### src/wgic_map.vh
// Constants for the write guard and interrupt output configuration bank.
// Assumes an 8-bit register port with 8-bit addresses.
// How it works
// - Interrupt config register is read/write and resets to 0x02.
// - Bit 0 of interrupt config picks the interrupt pin's asserted level.
// - With level bit 0, a pending interrupt drives the pin low.
// - Guard register is 8-bit read/write, resets to 0x85, fully open.
// - Guard values other than 0x85 and 0x86 block writes elsewhere.
// - Guard 0x85 lets every write through until software changes it.
// - With the general output bit clear, tri-state bit drives pin only while asserted, else floats it.
`ifndef WGIC_MAP_VH
`define WGIC_MAP_VH
`define WGIC_ADDR_IRQ_CFG   8'h7D
`define WGIC_ADDR_GUARD     8'h7E
`define WGIC_IRQ_CFG_RST    8'h02
`define WGIC_IRQ_CFG_MASK   8'h07
`define WGIC_GUARD_RST      8'h85
`define WGIC_GUARD_OPEN     8'h85
`define WGIC_GUARD_SINGLE   8'h86
`define WGIC_GUARD_RELOCK   8'h00
`define WGIC_BIT_POLARITY   0
`define WGIC_BIT_TRISTATE   1
`define WGIC_BIT_GPO        2
`define WGIC_RDATA_RST      8'h00
`define WGIC_RDATA_UNMAPPED 8'h00
`define WGIC_PIN_OUT_RST    1'b1
`define WGIC_PIN_OE_RST     1'b0
`endif

### src/wgic_bank.v
// Write guard and interrupt output configuration registers.
// Assumes up_wr/up_rd are one-cycle strobes from logic on the same clock,
// and irq_pending is a level from logic on that clock as well, so neither
// passes a synchroniser.
`timescale 1ns/1ns
`default_nettype none
`include "wgic_map.vh"
module wgic_bank #(
	parameter DATA_W = 8,
	parameter ADDR_W = 8
) (
	input  wire              clock,
	input  wire              sys_rst,
	input  wire [ADDR_W-1:0] up_addr,
	input  wire              up_wr,
	input  wire              up_rd,
	input  wire [DATA_W-1:0] up_wdata,
	output reg  [DATA_W-1:0] up_rdata,
	output wire              ext_wr,
	output wire              guard_open,
	input  wire              irq_pending,
	output reg               irq_pin_out,
	output reg               irq_pin_oe
);

	// Pin drive modes, decoded from the live config bits
	localparam [1:0] PIN_ALWAYS = 2'b00;
	localparam [1:0] PIN_ACTIVE = 2'b01;
	localparam [1:0] PIN_GPO    = 2'b10;

	localparam [DATA_W-1:0] CFG_RST  = `WGIC_IRQ_CFG_RST;
	localparam [DATA_W-1:0] CFG_MASK = `WGIC_IRQ_CFG_MASK;

	wire [DATA_W-1:0] irq_cfg_q;
	reg  [DATA_W-1:0] guard_q;
	reg  [DATA_W-1:0] guard_d;
	reg  [DATA_W-1:0] rdata_d;
	reg               pin_out_d;
	reg               pin_oe_d;
	reg  [1:0]        pin_mode;
	wire              hit_cfg;
	wire              hit_guard;
	wire              hit_none;
	wire              other_wr;
	wire              cfg_wr;
	wire              single_shot;
	wire              pol;
	wire              tri_en;
	wire              irq_pin_as_general_output;

	// Address match, shared by the write and the read decode
	function addr_is;
		input [ADDR_W-1:0] addr;
		input [ADDR_W-1:0] target;
		begin
			addr_is = (addr == target);
		end
	endfunction

	function key_opens;
		input [DATA_W-1:0] key;
		begin
			key_opens = (key == `WGIC_GUARD_OPEN) ||
			            (key == `WGIC_GUARD_SINGLE);
		end
	endfunction

	function key_is_single;
		input [DATA_W-1:0] key;
		begin
			key_is_single = (key == `WGIC_GUARD_SINGLE);
		end
	endfunction

	// Asserted pin level for a pending request, its inverse otherwise
	function pin_level;
		input pending;
		input polarity;
		begin
			pin_level = pending ? polarity : ~polarity;
		end
	endfunction

	assign hit_cfg     = addr_is(up_addr, `WGIC_ADDR_IRQ_CFG);
	assign hit_guard   = addr_is(up_addr, `WGIC_ADDR_GUARD);
	assign hit_none    = !hit_cfg && !hit_guard;

	// Guard register itself stays writable, otherwise it could never unlock
	assign guard_open  = key_opens(guard_q);
	assign single_shot = key_is_single(guard_q);

	// Every write outside the guard register passes the same gate,
	// including writes to the interrupt config register
	assign other_wr    = up_wr && !hit_guard && guard_open;
	assign cfg_wr      = other_wr && hit_cfg;
	assign ext_wr      = other_wr && !hit_cfg;

	always @* begin
		guard_d = guard_q;
		if (up_wr && hit_guard) begin
			guard_d = up_wdata;
		end else if (other_wr && single_shot) begin
			// Writing the guard itself does not use up the single write
			guard_d = `WGIC_GUARD_RELOCK;
		end
	end

	always @(posedge clock or posedge sys_rst) begin
		if (sys_rst) begin
			guard_q <= `WGIC_GUARD_RST;
		end else begin
			guard_q <= guard_d;
		end
	end

	// Interrupt config register: one flip-flop per live bit, the rest
	// are tied low so they read back as zero
	genvar gi;
	generate
		for (gi = 0; gi < DATA_W; gi = gi + 1) begin : g_cfg_bit
			if (CFG_MASK[gi]) begin : g_live
				reg bit_q;
				always @(posedge clock or posedge sys_rst) begin
					if (sys_rst) begin
						bit_q <= CFG_RST[gi];
					end else if (cfg_wr) begin
						bit_q <= up_wdata[gi];
					end
				end
				assign irq_cfg_q[gi] = bit_q;
			end else begin : g_dead
				assign irq_cfg_q[gi] = 1'b0;
			end
		end
	endgenerate

	always @* begin
		rdata_d = `WGIC_RDATA_UNMAPPED;
		if (hit_cfg) begin
			rdata_d = irq_cfg_q;
		end else if (hit_guard) begin
			rdata_d = guard_q;
		end else if (hit_none) begin
			rdata_d = `WGIC_RDATA_UNMAPPED;
		end
	end

	// Read data holds until the next read strobe
	always @(posedge clock or posedge sys_rst) begin
		if (sys_rst) begin
			up_rdata <= `WGIC_RDATA_RST;
		end else if (up_rd) begin
			up_rdata <= rdata_d;
		end
	end

	assign pol    = irq_cfg_q[`WGIC_BIT_POLARITY];
	assign tri_en = irq_cfg_q[`WGIC_BIT_TRISTATE];
	assign irq_pin_as_general_output = irq_cfg_q[`WGIC_BIT_GPO];

	// General output mode overrides the tri-state choice
	always @* begin
		pin_mode = PIN_ALWAYS;
		if (irq_pin_as_general_output) begin
			pin_mode = PIN_GPO;
		end else if (tri_en) begin
			pin_mode = PIN_ACTIVE;
		end
	end

	always @* begin
		pin_out_d = ~pol;
		case (pin_mode)
			PIN_ALWAYS: begin
				pin_out_d = pin_level(irq_pending, pol);
			end
			PIN_ACTIVE: begin
				pin_out_d = pin_level(irq_pending, pol);
			end
			PIN_GPO: begin
				pin_out_d = pol;
			end
			default: begin
				pin_out_d = ~pol;
			end
		endcase
	end

	// Floating the pin while idle lets it share a wired line
	always @* begin
		pin_oe_d = 1'b1;
		case (pin_mode)
			PIN_ALWAYS: begin
				pin_oe_d = 1'b1;
			end
			PIN_ACTIVE: begin
				pin_oe_d = irq_pending;
			end
			PIN_GPO: begin
				pin_oe_d = 1'b1;
			end
			default: begin
				pin_oe_d = 1'b0;
			end
		endcase
	end

	// Pin drive registered so it never glitches on config writes
	always @(posedge clock or posedge sys_rst) begin
		if (sys_rst) begin
			irq_pin_out <= `WGIC_PIN_OUT_RST;
		end else begin
			irq_pin_out <= pin_out_d;
		end
	end

	always @(posedge clock or posedge sys_rst) begin
		if (sys_rst) begin
			irq_pin_oe <= `WGIC_PIN_OE_RST;
		end else begin
			irq_pin_oe <= pin_oe_d;
		end
	end
endmodule // wgic_bank
`default_nettype wire

### config.mk
export PLATFORM = sky130hd
export DESIGN_NAME = wgic_bank
export DESIGN_NICKNAME = d
export VERILOG_FILES = /design/src/wgic_bank.v
export VERILOG_INCLUDE_DIRS = /design/src
export SDC_FILE = /design/constraint.sdc
export NUM_CORES = 1
export LEC_CHECK = 0
export ABC_CLOCK_PERIOD_IN_PS = 2340
export BUFFER_PORTS_ARGS = -buffer_cell sky130_fd_sc_hd__clkbuf_2
export CAP_MARGIN = 20
export CORE_ASPECT_RATIO = 0.9
export CORE_MARGIN = 2
export CORE_UTILIZATION = 35
export CTS_CLUSTER_SIZE = 14
export DETAILED_ROUTE_END_ITERATION = 10
export SYNTH_ARGS = -nofsm -noshare
export SYNTH_HDL_FRONTEND = slang
export SYNTH_SLANG_ARGS = --single-unit
### constraint.sdc
create_clock -name clock -period 2.34 [get_ports clock]
set_input_delay 0.702 -clock clock [delete_from_list [all_inputs] [get_ports clock]]
set_output_delay 0.702 -clock clock [all_outputs]
set_load 0.01 [all_outputs]
==> results.toml <==
[finish]
final_nets = 131
layout_common_cells = "30 x clkbuf_2, 16 x dfrtp_1, 10 x a22o_1"
area_delta_synth_final_pct = 30.7
multi_input_area_um2 = 378
antenna_cells = 0
layout_commonest_cell = "clkbuf_2"
final_cell_area_mm2 = 0.00118
post-route-util = 0.484
final_layout_size_suffix_gt1_frac = 0.532
seq_area_um2 = 532
fill_cells = 224

[timing]
max_freq_mhz = 388
worst_slew_pin_slew_ps = 776
min_period_ps = 2580
whs_ps = 471
maxSlewViolCount = 0
clock_skew_ps = 2.90
finalCritPeriodShare = 1.10
maxSlewHeadroom = 0.482
hold_violations = 0
setup_violations = 2
rsz0062_at_grt = "true"
tns_ps = -304
setup_ws_ps = -240

[synthesis]
ys_types = 24
synth.net_count = 90
postSynthAreaPerCell_um2 = 13.1
netlist_area_um2 = 906
yosysWarnings = 0
synth-seq-cells = 21
yosysSeqAreaShare = 0.587
syn_inst = 69

[run]
drv_cap = 0

[setup_path]
start_kind = "register"
crit_fanout = 2
path_cells = "or4b_4, nor3_4, nand2_1, nor3_2, buf_2"
reg2regPathDepth = 5
worst_path_max_delay_cell = "dfstp_2"
cpPeakStageDelay_ps = 550
cp.arrival_ps = 1880
r2r_start = "guard_q[7]"
critical_path_required_ps = 1640
reg2reg_to = "g_cfg_bit[2].g_live.bit_q"
worstSetupPathType = "reg -> out"
r2r_setup_slack_ps = 310
crit_start = "guard_q[7]"
cp-end-kind = "output pin"

[clocking]
cts_tree = "yes"
worstSkewPairLatency_ps = 300
cts.sinks = 21
cts_htree_levels = 1
cts_buffers = 3
path_clk_slew_ps = 120
cts_root_buf = "clkbuf_4"
cts_hold_buf = 0
clockBufferDepth = 2

[worst_hold_path]
worstHoldEndpoint = "irq_pin_oe"
hp-class = "reg -> reg"
min_from = "g_cfg_bit[1].g_live.bit_q"
whs_path_depth = 1

[die]
die_h_um = 52.3
coreArea_mm2 = 0.00245
row_count = 17
ios = 33
die_w_um = 57.6
start_util = 0.370
fp.dieArea_mm2 = 0.00301

[power]
powerDensity_mw_per_mm2 = 523
p_leak_nw = 0.599
power.total_uw = 619
ir_drop_mv = 0.255

[grt]
gr-usage-met2 = 0.235
met1_usage = 0.190
grt_use_met3 = 0.0198
grt_usage = 0.148
grt_pass1_wl_um = 3350
busiest_layer = "met2"
antenna_found_initial = 0
overflow = 0
grt_pass1_vias = 756
grt_max_degree = 22

[route]
num_vias = 713
drtAntennaViolNets = 0
wl_per_cell_um = 14.6
dr.pass1.iters = 4
drtIter0Drc = 6
drc = 0
drt-vias-per-instance = 5.20
drt_wl_total_um = 2000

[placement]
hpwlAfterDp_um = 1490
post_dp_cell_area_mm2 = 0.00112
io_buffers = 32
globalplace.congestion = 0.688

[outcome]
violations = "negative setup slack"
status = "finished, violations left"
worst max path at each step:
stage	to	slack, ps	cells past startpoint
global placement	ext_wr	80	5
global route	ext_wr	-300	5
finish	ext_wr	-240	5
CTS	ext_wr	-180	5
floorplan	ext_wr	20	4
detailed placement	ext_wr	70	5
what timing repair did:
action,CTS,global route
gates cloned,0,0
resized for setup,4,1
pin swaps,2,0
setup endpoints to repair,2,2
buffers inserted,2,1
logic make-up after synthesis:
group                     after synthesis  synth area share
buffers and inverters                   3            0.0138
muxes                                   5            0.0746
AOI/OAI and AO/OA                      15             0.146
and+or+nand+nor                        23             0.159
DFF                                    21             0.587
xor gates and xnor gates                2            0.0193
final cells by class:
class                           count  area share
Clock buffer                        3      0.0190
Clock inverter                      1     0.00423
Inverter                            2     0.00634
Multi-Input combinational cell     45       0.319
Sequential cell                    21       0.449
Tap cell                           28      0.0296
Timing Repair Buffer               37       0.172
critical path, delay by kind of cell, from the launching register on:
kind / cells / cell delay, ps
buffers and inverters: 1 / 160
DFF: 1 / 550
and+or+nand+nor: 4 / 860
Yosys cell counts:
cell type / instances / area, µm²
a221oi_1: 3 / 26.3
a22o_1: 10 / 87.6
a22o_2: 1 / 10.0
and2_1: 1 / 6.26
and3_1: 1 / 6.26
and3_4: 1 / 11.3
buf_2: 1 / 5.00
dfrtp_1: 16 / 400
dfstp_2: 5 / 131
inv_1: 2 / 7.51
mux2_1: 1 / 11.3
mux2_2: 1 / 11.3
mux2_4: 3 / 45.0
nand2_1: 2 / 7.51
nand2b_1: 1 / 6.26
nand4b_1: 3 / 26.3
nor2_1: 8 / 30.0
nor2_2: 1 / 6.26
nor3_1: 3 / 15.0
nor4b_2: 1 / 15.0
o21ai_2: 1 / 8.76
or4b_4: 1 / 13.8
xnor2_1: 1 / 8.76
xor2_1: 1 / 8.76
through the flow:
step                      instances  worst slack, ps
after floorplan                  69             17.2
after global placement          131             82.3
after detailed placement        131             65.7
after CTS                       137             -181
after global routing            137             -301
final                           137             -240
report_power, final:
part	internal (mW)	switching [mW]	total, mW
logic	0.0295	0.0312	0.0608
clock network	0.0637	0.110	0.174
registers	0.377	0.00810	0.385
total	0.470	0.149	0.619
flip-flops by register name (all words and copies together) (netlist names):
signal and cells:
up_rdata 8, irq_pin_oe 1, guard_q 8, irq_pin_out 1, g_cfg_bit.g_live.bit_q 3
per-layer routing:
layer,wire length (µm),part of all wire,vias up
li1,-,-,341
met1,903,0.45,347
met2,946,0.47,21
met3,102,0.051,4
met4,48,0.024,0
met5,0,0,-
Note: power is estimated with default switching activity, not from simulation.
